## config.mk

```make
export PLATFORM = sky130hd
export DESIGN_NAME = rtcd_decoder
export DESIGN_NICKNAME = d
export VERILOG_FILES = /design/src/logic/rtcd_pkg.sv /design/src/logic/rtcd_sync.sv /design/src/logic/rtcd_decoder.sv
export SDC_FILE = /design/constraint.sdc
export NUM_CORES = 1
export LEC_CHECK = 0
export CAP_MARGIN = 20
export CORE_UTILIZATION = 55
export CTS_BUF_LIST = sky130_fd_sc_hd__clkbuf_4 sky130_fd_sc_hd__clkbuf_8 sky130_fd_sc_hd__clkbuf_16
export DETAILED_ROUTE_END_ITERATION = 10
export DONT_BUFFER_PORTS = 1
export GPL_ROUTABILITY_DRIVEN = 0
export PLACE_DENSITY_LB_ADDON = 0.12
export SLEW_MARGIN = 5
export SYNTH_ARGS = -nofsm -noshare
export SYNTH_HDL_FRONTEND = slang
export SYNTH_SLANG_ARGS = --single-unit
```

## constraint.sdc

```tcl
create_clock -name i_clk -period 1.8 [get_ports i_clk]
set_input_delay 0.09 -clock i_clk [delete_from_list [all_inputs] [get_ports i_clk]]
set_output_delay 0.09 -clock i_clk [all_outputs]
set_load 0.01 [all_outputs]
```

## src/logic/rtcd_pkg.sv

```systemverilog
// Package for the radio test command decoder: field layout, codes, widths.
// Assumes a byte-wide serial front end outside the block.
package rtcd_pkg;
  localparam int CMD_W = 2;
  localparam int CTL_W = 6;
  localparam int PAR_W = 6;
  localparam int TRL_W = 2;
  localparam int WORD_W = 16;
  localparam int BYTE_W = 8;
  localparam int SEL_W = 4;
  // Field positions within the command word
  localparam int CMD_LSB = 14;
  localparam int CTL_LSB = 8;
  localparam int PAR_LSB = 2;
  localparam int TRL_LSB = 0;
  // Command codes
  localparam logic [1:0] CMD_SETUP = 2'h0;
  localparam logic [1:0] CMD_RX = 2'h1;
  localparam logic [1:0] CMD_TX = 2'h2;
  localparam logic [1:0] CMD_END = 2'h3;
  localparam logic [5:0] CTL_RESET = 6'h00;
  localparam logic [5:0] CTL_PHY = 6'h02;
  localparam logic [5:0] CTL_TXPWR = 6'h06;
  localparam logic [5:0] CTL_PKTOVR = 6'h07;
  localparam logic [5:0] OVR_NONE = 6'h00;
  localparam logic [5:0] OVR_CARRIER = 6'h01;
  localparam logic [5:0] TXPWR_MAX = 6'h11;
  localparam logic [5:0] TXPWR_RST = 6'h00;
  // Serial personality and pin settings
  localparam logic [3:0] SEL_DTM = 4'h0;
  localparam logic [3:0] SEL_BYPASS = 4'h5;
  localparam logic [3:0] USB_PIN_DIRECT = 4'h7;
  localparam logic [3:0] VBUS_DETECT = 4'h5;
  localparam logic [7:0] ESC_CHAR = 8'h2b;
  localparam int ESC_COUNT = 3;
  localparam logic [15:0] RSP_OK = 16'h0000;
  localparam logic [15:0] RSP_ERR = 16'h0001;
  localparam logic [15:0] RSP_END = 16'h8000;
  // Status value position in an answer word
  localparam int RSP_LSB = 1;
  localparam logic [5:0] PKT_CARRIER_CODE = 6'h3f;

  typedef struct packed {
    logic [CMD_W-1:0] cmd;
    logic [CTL_W-1:0] ctl;
    logic [PAR_W-1:0] par;
    logic [TRL_W-1:0] trl;
  } rtcd_word_t;

  typedef struct packed {
    logic valid;
    logic [BYTE_W-1:0] data;
  } rtcd_byte_t;
endpackage

```

## src/logic/rtcd_sync.sv

```systemverilog
// Two-flop synchroniser for pin-level inputs, one bit per lane.
// Assumes inputs may change at any time relative to i_clk.
`timescale 1ns/1ps
module rtcd_sync #(
  parameter int WIDTH = 1
) (
  // Clock and reset
  input wire logic i_clk,
  input wire logic i_rst_n,
  // Data
  input wire logic [WIDTH-1:0] i_async,
  output logic [WIDTH-1:0] o_sync
);
  logic [WIDTH-1:0] meta_q;
  logic [WIDTH-1:0] meta_d;
  logic [WIDTH-1:0] sync_q;
  logic [WIDTH-1:0] sync_d;

  always_comb begin
    meta_d = i_async;
    sync_d = meta_q;
  end

  always_ff @(posedge i_clk or negedge i_rst_n) begin
    if (!i_rst_n) begin
      meta_q <= '0;
      sync_q <= '0;
    end else begin
      meta_q <= meta_d;
      sync_q <= sync_d;
    end
  end

  assign o_sync = sync_q;
endmodule

```

## src/logic/rtcd_decoder.sv

```systemverilog
// Test command decoder: two-byte command words in, two-byte responses out.
// Assumes a UART byte front end on i_clk; config pins are asynchronous.
`timescale 1ns/1ps
// Function
// - Each command is exactly two bytes making one 16-bit word.
// - Each accepted command is answered with exactly two bytes.
// - Words in both directions travel most significant byte first.
// - Setup control 6 sets transmit power in whole dBm from 0 to 17.
// - The power answer reports the applied power, clamped to the radio limit.
// - Setup control 7 sets packet override: 0 none, 1 unmodulated carrier.
// - An active override wins over the packet type of later test commands.
// - Three escape characters in a row enter command mode.
// - Personality 5 with Bluetooth enabled flags primary UART bypass on o_bypass_active; no traffic is passed through.
// - Personality 0 decodes primary UART traffic as test words.
// - USB direct is active only with pin setting 7 and bus detect 5.
// - Radio-off setting 1 keeps the modem off during testing, 0 on.
// - An update request is refused at once while sleeping or shutting down.
module rtcd_decoder #(
  parameter logic [5:0] RADIO_MAX_DBM = 6'h11
) (
  // Clock and reset
  input wire logic i_clk,
  input wire logic i_rst_n,
  // Received bytes
  input wire rtcd_pkg::rtcd_byte_t i_rx,
  // Transmit bytes
  input wire logic i_tx_ready,
  output rtcd_pkg::rtcd_byte_t o_tx,
  // Configuration pins
  input wire logic [3:0] i_serial_personality_select,
  input wire logic [3:0] i_usb_direct_pin_config,
  input wire logic [3:0] i_vbus_detect_select,
  input wire logic i_radio_off_select,
  input wire logic i_bluetooth_enable,
  // Update request
  input wire logic i_update_req,
  input wire logic i_sleep_pending,
  input wire logic i_shutdown_pending,
  output logic o_update_accept,
  output logic o_update_error,
  // Status and radio controls
  output logic o_command_mode,
  output logic o_bypass_active,
  output logic o_usb_direct_active,
  output logic o_modem_power,
  output logic [5:0] o_tx_power,
  output logic o_carrier_override,
  output logic o_test_start,
  output logic [5:0] o_test_pkt_type,
  output logic o_test_end
);
  localparam int NSYNC = 15;

  typedef enum logic [1:0] {ST_HI, ST_LO, ST_RSP_HI, ST_RSP_LO} rtcd_st_t;

  logic [NSYNC-1:0] pins_s;
  logic [3:0] pers_s;
  logic [3:0] usbp_s;
  logic [3:0] vbus_s;
  logic roff_s;
  logic bten_s;
  logic slp_s;
  logic shd_s;

  rtcd_sync #(.WIDTH(NSYNC)) u_sync (
    .i_clk(i_clk),
    .i_rst_n(i_rst_n),
    .i_async({i_serial_personality_select, i_usb_direct_pin_config,
              i_vbus_detect_select, i_radio_off_select, i_bluetooth_enable,
              i_sleep_pending}),
    .o_sync(pins_s)
  );
  assign {pers_s, usbp_s, vbus_s, roff_s, bten_s, slp_s} = pins_s;
  assign shd_s = i_shutdown_pending;

  rtcd_st_t st_q, st_d;
  logic [7:0] hi_q, hi_d;
  logic [15:0] rsp_q, rsp_d;
  logic [1:0] esc_q, esc_d;
  logic cmdm_q, cmdm_d;
  logic [5:0] pwr_q, pwr_d;
  logic ovr_q, ovr_d;
  rtcd_pkg::rtcd_byte_t tx_q, tx_d;
  logic byp_q, byp_d;
  logic usb_q, usb_d;
  logic modem_q, modem_d;
  logic start_q, start_d;
  logic [5:0] ptype_q, ptype_d;
  logic end_q, end_d;
  logic upa_q, upa_d;
  logic upe_q, upe_d;
  rtcd_pkg::rtcd_word_t w;

  function automatic logic [5:0] clamp_pwr(input logic [5:0] req);
    logic [5:0] lim;
    lim = (RADIO_MAX_DBM < rtcd_pkg::TXPWR_MAX) ? RADIO_MAX_DBM
                                                : rtcd_pkg::TXPWR_MAX;
    clamp_pwr = (req > lim) ? lim : req;
  endfunction

  always_comb begin
    st_d = st_q;
    hi_d = hi_q;
    rsp_d = rsp_q;
    esc_d = esc_q;
    cmdm_d = cmdm_q;
    pwr_d = pwr_q;
    ovr_d = ovr_q;
    tx_d = tx_q;
    start_d = 1'b0;
    end_d = 1'b0;
    ptype_d = ptype_q;
    w = {hi_q, i_rx.data};
    // Escape counting on any received byte
    if (i_rx.valid) begin
      if (i_rx.data == rtcd_pkg::ESC_CHAR) begin
        if (esc_q == 2'(rtcd_pkg::ESC_COUNT - 1)) begin
          cmdm_d = 1'b1;
          esc_d = 2'h0;
        end else begin
          esc_d = esc_q + 2'h1;
        end
      end else begin
        esc_d = 2'h0;
      end
    end
    if (tx_q.valid && i_tx_ready) begin
      tx_d.valid = 1'b0;
    end
    unique case (st_q)
      ST_HI: begin
        if (i_rx.valid && !cmdm_d && pers_s == rtcd_pkg::SEL_DTM) begin
          hi_d = i_rx.data;
          st_d = ST_LO;
        end
      end
      ST_LO: begin
        if (i_rx.valid) begin
          st_d = ST_RSP_HI;
          rsp_d = rtcd_pkg::RSP_ERR;
          unique case (w.cmd)
            rtcd_pkg::CMD_SETUP: begin
              unique case (w.ctl)
                rtcd_pkg::CTL_TXPWR: begin
                  pwr_d = clamp_pwr(w.par);
                  rsp_d = 16'(clamp_pwr(w.par)) << rtcd_pkg::RSP_LSB;
                end
                rtcd_pkg::CTL_PKTOVR: begin
                  if (w.par == rtcd_pkg::OVR_NONE ||
                      w.par == rtcd_pkg::OVR_CARRIER) begin
                    ovr_d = (w.par == rtcd_pkg::OVR_CARRIER);
                    rsp_d = rtcd_pkg::RSP_OK;
                  end
                end
                rtcd_pkg::CTL_RESET, rtcd_pkg::CTL_PHY: begin
                  rsp_d = rtcd_pkg::RSP_OK;
                  if (w.ctl == rtcd_pkg::CTL_RESET) begin
                    ovr_d = 1'b0;
                  end
                end
                default: rsp_d = rtcd_pkg::RSP_ERR;
              endcase
            end
            rtcd_pkg::CMD_RX, rtcd_pkg::CMD_TX: begin
              start_d = 1'b1;
              ptype_d = ovr_q ? rtcd_pkg::PKT_CARRIER_CODE : w.par;
              rsp_d = rtcd_pkg::RSP_OK;
            end
            default: begin
              end_d = 1'b1;
              rsp_d = rtcd_pkg::RSP_END;
            end
          endcase
        end
      end
      ST_RSP_HI: begin
        if (!tx_d.valid) begin
          tx_d = '{valid: 1'b1, data: rsp_q[15:8]};
          st_d = ST_RSP_LO;
        end
      end
      ST_RSP_LO: begin
        if (!tx_d.valid) begin
          tx_d = '{valid: 1'b1, data: rsp_q[7:0]};
          st_d = ST_HI;
        end
      end
    endcase
    byp_d = bten_s && (pers_s == rtcd_pkg::SEL_BYPASS);
    usb_d = (usbp_s == rtcd_pkg::USB_PIN_DIRECT) &&
            (vbus_s == rtcd_pkg::VBUS_DETECT);
    modem_d = !roff_s;
    upe_d = i_update_req && (slp_s || shd_s);
    upa_d = i_update_req && !(slp_s || shd_s);
  end

  always_ff @(posedge i_clk or negedge i_rst_n) begin
    if (!i_rst_n) begin
      st_q <= ST_HI;
      hi_q <= 8'h00;
      rsp_q <= 16'h0000;
      esc_q <= 2'h0;
      cmdm_q <= 1'b0;
      pwr_q <= rtcd_pkg::TXPWR_RST;
      ovr_q <= 1'b0;
      tx_q <= '0;
      byp_q <= 1'b0;
      usb_q <= 1'b0;
      modem_q <= 1'b0;
      start_q <= 1'b0;
      ptype_q <= 6'h00;
      end_q <= 1'b0;
      upa_q <= 1'b0;
      upe_q <= 1'b0;
    end else begin
      st_q <= st_d;
      hi_q <= hi_d;
      rsp_q <= rsp_d;
      esc_q <= esc_d;
      cmdm_q <= cmdm_d;
      pwr_q <= pwr_d;
      ovr_q <= ovr_d;
      tx_q <= tx_d;
      byp_q <= byp_d;
      usb_q <= usb_d;
      modem_q <= modem_d;
      start_q <= start_d;
      ptype_q <= ptype_d;
      end_q <= end_d;
      upa_q <= upa_d;
      upe_q <= upe_d;
    end
  end

  assign o_tx = tx_q;
  assign o_command_mode = cmdm_q;
  assign o_bypass_active = byp_q;
  assign o_usb_direct_active = usb_q;
  assign o_modem_power = modem_q;
  assign o_tx_power = pwr_q;
  assign o_carrier_override = ovr_q;
  assign o_test_start = start_q;
  assign o_test_pkt_type = ptype_q;
  assign o_test_end = end_q;
  assign o_update_accept = upa_q;
  assign o_update_error = upe_q;
endmodule

```

==> flow_results.xml <==
<?xml version="1.0" encoding="UTF-8"?>
<metrics>
  <group name="finish">
    <metric name="antennaDiodeCount" unit="">0</metric>
    <metric name="fraction_of_layout_instances_using_a_drive_strength_above_1" unit="%">15.04</metric>
    <metric name="post_layout_instance_area" unit="µm²">3592</metric>
    <metric name="layout.area.seq" unit="µm²">2002</metric>
    <metric name="fill_cells" unit="">378</metric>
    <metric name="multi_input_area" unit="µm²">919.6</metric>
    <metric name="final_core_util" unit="%">69.89</metric>
    <metric name="finish.net_count" unit="">297</metric>
    <metric name="area_growth" unit="%">21.70</metric>
  </group>
  <group name="critical_path">
    <metric name="critical-path-max-stage-delay" unit="ns">0.43</metric>
    <metric name="r2r-start" unit="">hi_q[3]</metric>
    <metric name="critPathArrivalTime" unit="ns">1.97</metric>
    <metric name="end_kind" unit="">register</metric>
    <metric name="cpLargestDelayFamily" unit="">simple AND/OR/NAND/NOR gates</metric>
    <metric name="worst-setup-path-type" unit="">register to register</metric>
    <metric name="reg2reg_to" unit="">o_tx_power[0]</metric>
    <metric name="worst_path_max_delay_cell" unit="">sky130_fd_sc_hd__or3_4</metric>
    <metric name="path_cells" unit="">or3_4 -&gt; nor4_4 -&gt; buf_4 -&gt; mux2_1</metric>
    <metric name="timing.reg2reg.setup_slack" unit="ns">0.05</metric>
    <metric name="critical_path_peak_fanout" unit="">8</metric>
    <metric name="path_buf_inv" unit="">1</metric>
    <metric name="cp.required" unit="ns">2.02</metric>
    <metric name="critical_path.startpoint_type" unit="">register</metric>
    <metric name="worst_reg2reg_path_depth" unit="">4</metric>
  </group>
  <group name="pwr">
    <metric name="p_per_area" unit="nW/µm²">1257</metric>
    <metric name="p_leak" unit="nW">1.668</metric>
    <metric name="p_total" unit="mW">4.516</metric>
    <metric name="vdd_drop_max" unit="V">0.0007674</metric>
  </group>
  <group name="synthesis">
    <metric name="postSynthCellCount" unit="">218</metric>
    <metric name="synth-edff-count" unit="">0</metric>
    <metric name="yosys_register_bits" unit="">80</metric>
    <metric name="cell_types_with_the_largest_area_share_after_synthesis" unit="">sky130_fd_sc_hd__dfrtp_1 68%, sky130_fd_sc_hd__mux2_4 3.6%, sky130_fd_sc_hd__a22o_1 3.6%</metric>
    <metric name="synthesis.area" unit="µm²">2952</metric>
    <metric name="synth_cell_type_count" unit="">46</metric>
    <metric name="synthDominantCellAreaShare" unit="%">67.83</metric>
    <metric name="synthFlopType" unit="">sky130_fd_sc_hd__dfrtp_1</metric>
    <metric name="synth.net_count" unit="">254</metric>
    <metric name="avgSynthCellArea" unit="µm²">13.54</metric>
    <metric name="synth-async-reset-ratio" unit="%">100.0</metric>
    <metric name="synth_largest_area_cell" unit="">sky130_fd_sc_hd__dfrtp_1</metric>
    <metric name="yosysWarnings" unit="">0</metric>
    <metric name="synth_sequential_area_ratio" unit="%">67.83</metric>
  </group>
  <group name="detailed_routing">
    <metric name="drt-total-wl" unit="mm">5.924</metric>
    <metric name="detail_route.iter0.violations" unit="">164</metric>
    <metric name="vias_per_cell" unit="">5.634</metric>
    <metric name="detail_route.drc_violations" unit="">0</metric>
    <metric name="wl_per_cell" unit="µm">17.63</metric>
    <metric name="dr.pass1.iters" unit="">5</metric>
    <metric name="num_vias" unit="">1893</metric>
    <metric name="postRouteAntennaNets" unit="">0</metric>
  </group>
  <group name="global_route">
    <metric name="grt_antenna_before_repair" unit="">0</metric>
    <metric name="first_global_vias" unit="">1941</metric>
    <metric name="maximum_number_of_pins_on_one_net_before_global_route_repair" unit="">81</metric>
    <metric name="gr-total-overflow" unit="">0</metric>
    <metric name="grt.total_usage" unit="%">23.65</metric>
    <metric name="grt_first_pass_wirelength" unit="mm">9.453</metric>
  </group>
  <group name="clock_network">
    <metric name="clock_latency" unit="ns">0.34</metric>
    <metric name="cts-buffers-inserted" unit="">9</metric>
    <metric name="clock_sinks" unit="">80</metric>
    <metric name="cts_max_path_buffers" unit="">2</metric>
    <metric name="cts.clk_slew.worst_paths" unit="ns">0.08</metric>
    <metric name="clock_tree.root_cell" unit="">sky130_fd_sc_hd__clkbuf_8</metric>
    <metric name="clock_tree_from_tritoncts" unit="">built</metric>
    <metric name="htree_num_levels" unit="">3</metric>
    <metric name="cts_hold_repair.buffers" unit="">29</metric>
  </group>
  <group name="sta">
    <metric name="timing.clock.skew" unit="ns">0.008495</metric>
    <metric name="achievable-frequency" unit="MHz">572.2</metric>
    <metric name="finalWorstPathRequiredPeriod" unit="ns">1.748</metric>
    <metric name="report.final.hold_viol_count" unit="">80</metric>
    <metric name="fin_tns_setup" unit="ns">0</metric>
    <metric name="setup-violations-final" unit="">0</metric>
    <metric name="max_slew_margin_vs_limit" unit="%">71.10</metric>
    <metric name="timing.final.crit_share" unit="%">97.09</metric>
    <metric name="timing_max_transition_violations_final" unit="">0</metric>
    <metric name="final.hold.worst_slack" unit="ns">-0.5674</metric>
    <metric name="worst_slew_pin_slew" unit="ns">0.4290</metric>
  </group>
  <group name="floorplanning">
    <metric name="floorplan.die.height" unit="µm">75.26</metric>
    <metric name="rows" unit="">26</metric>
    <metric name="die_width" unit="µm">75.26</metric>
    <metric name="floorplan.initialDensity" unit="%">57.42</metric>
    <metric name="num_io_pins" unit="">59</metric>
    <metric name="floorplan.die_area" unit="µm²">5663</metric>
    <metric name="core" unit="µm²">5140</metric>
  </group>
  <group name="status">
    <metric name="violations" unit="">negative hold slack</metric>
    <metric name="result_of_the_run" unit="">complete, but fails checks</metric>
  </group>
  <group name="placed_design">
    <metric name="post_dp_cell_area" unit="µm²">3048</metric>
    <metric name="placement.io_buffers" unit="">0</metric>
    <metric name="dpl.hpwl" unit="mm">3.621</metric>
  </group>
  <group name="hold_path">
    <metric name="min_path_type" unit="">primary input to async pin</metric>
  </group>
  <group name="job">
    <metric name="maxCapViolCount" unit="">0</metric>
  </group>
</metrics>
synth_stat cells (4+ instances only):
cell type,number
sky130_fd_sc_hd__dfrtp_1,80
sky130_fd_sc_hd__nor2_1,16
sky130_fd_sc_hd__a22o_1,12
sky130_fd_sc_hd__nand2_1,12
sky130_fd_sc_hd__inv_1,11
sky130_fd_sc_hd__o21ai_0,8
sky130_fd_sc_hd__ha_1,7
sky130_fd_sc_hd__mux2_4,7
sky130_fd_sc_hd__nand3_1,7
sky130_fd_sc_hd__nor2b_1,5
sky130_fd_sc_hd__nand2b_1,4
layer usage:
metal / vias to the layer above / global-route usage (%) / share of wire [%] / wire (µm)
li1: 851 / - / - / -
met1: 963 / 30.47 / 42 / 2503
met2: 63 / 37.34 / 49 / 2899
met3: 16 / 5.489 / 6.0 / 357
met4: 0 / 13.17 / 2.8 / 164
met5: - / 0 / 0 / 0
per-stage QoR:
step | setup slack (ns) | cells
5_1_grt | -0.007585 | 336
3_5_place_dp | -0.04471 | 288
4_1_cts | 0.03899 | 333
2_1_floorplan | 0.01703 | 218
6_report | 0.05244 | 336
3_3_place_gp | 0.003571 | 288
kinds of logic (layout without fill, tap and decap cells):
logic type,Yosys count,count (layout),share of synthesized area [%]
buffers and inverters,16,64,2.374
and+or+nand+nor,65,65,12.25
muxes,10,10,4.621
AOI/OAI and AO/OA,40,40,9.962
DFF,80,80,67.83
adders and majority gates,7,7,2.967
layout make-up:
| type | instances | share of cell area, % |
|---|---|---|
| Sequential cell | 80 | 55.73 |
| Multi-Input combinational cell | 122 | 25.60 |
| Timing Repair Buffer | 37 | 9.753 |
| Clock buffer | 10 | 3.657 |
| Tap cell | 70 | 2.438 |
| Clock inverter | 6 | 1.672 |
| Inverter | 11 | 1.149 |
what timing repair did:
action,4_1_cts,5_1_grt
buffers inserted,0,3
hold endpoints to repair,123,80
gates cloned,0,0
setup endpoints to repair,2,12
gates resized for setup,4,4
pin swaps,0,2
cell usage in the layout, fill, tap and decap left out, types with 3 or more instances in the layout:
cell type,count
sky130_fd_sc_hd__o21ai_1,3
sky130_fd_sc_hd__nor2_1,16
sky130_fd_sc_hd__ha_1,7
sky130_fd_sc_hd__buf_4,8
sky130_fd_sc_hd__clkinv_2,3
sky130_fd_sc_hd__nand3_1,7
sky130_fd_sc_hd__o21ai_0,8
sky130_fd_sc_hd__a22o_1,12
sky130_fd_sc_hd__clkbuf_8,9
sky130_fd_sc_hd__dlygate4sd3_1,29
sky130_fd_sc_hd__mux2_4,7
sky130_fd_sc_hd__nand2_1,12
sky130_fd_sc_hd__dfrtp_1,80
sky130_fd_sc_hd__nor2b_1,5
sky130_fd_sc_hd__inv_1,11
sky130_fd_sc_hd__nand2b_1,4
sky130_fd_sc_hd__nor3b_1,3
where the power goes:
| group | internal, mW | switching [mW] | leakage, nW |
|---|---|---|---|
| Combinational | 0.464 | 0.474 | 0.571 |
| Sequential | 2.06 | 0.255 | 1.00 |
| Clock | 0.648 | 0.618 | 0.0955 |
sequential cells by signal, indices dropped and copies added (netlist names), 2 cells and up:
name and cells:
o_tx 9, o_tx_power 6, u_sync.meta_q 15, u_sync.o_sync 15, st_q 2, hi_q 8, o_test_pkt_type 6, esc_q 2
rsp_q 8
worst max-delay path by stage:
stage,from,to,slack [ns],cells past startpoint
finish,hi_q[3],o_tx_power[0],0.05,4
global route,hi_q[3],rsp_q[4],-0.008,5
CTS,hi_q[3],o_tx_power[0],0.04,4
detailed placement,hi_q[3],o_tx_power[0],-0.04,4
global placement,hi_q[3],o_tx_power[0],0.004,4
floorplan,hi_q[3],o_tx_power[0],0.02,4
Power figures use the tool's default switching activity.
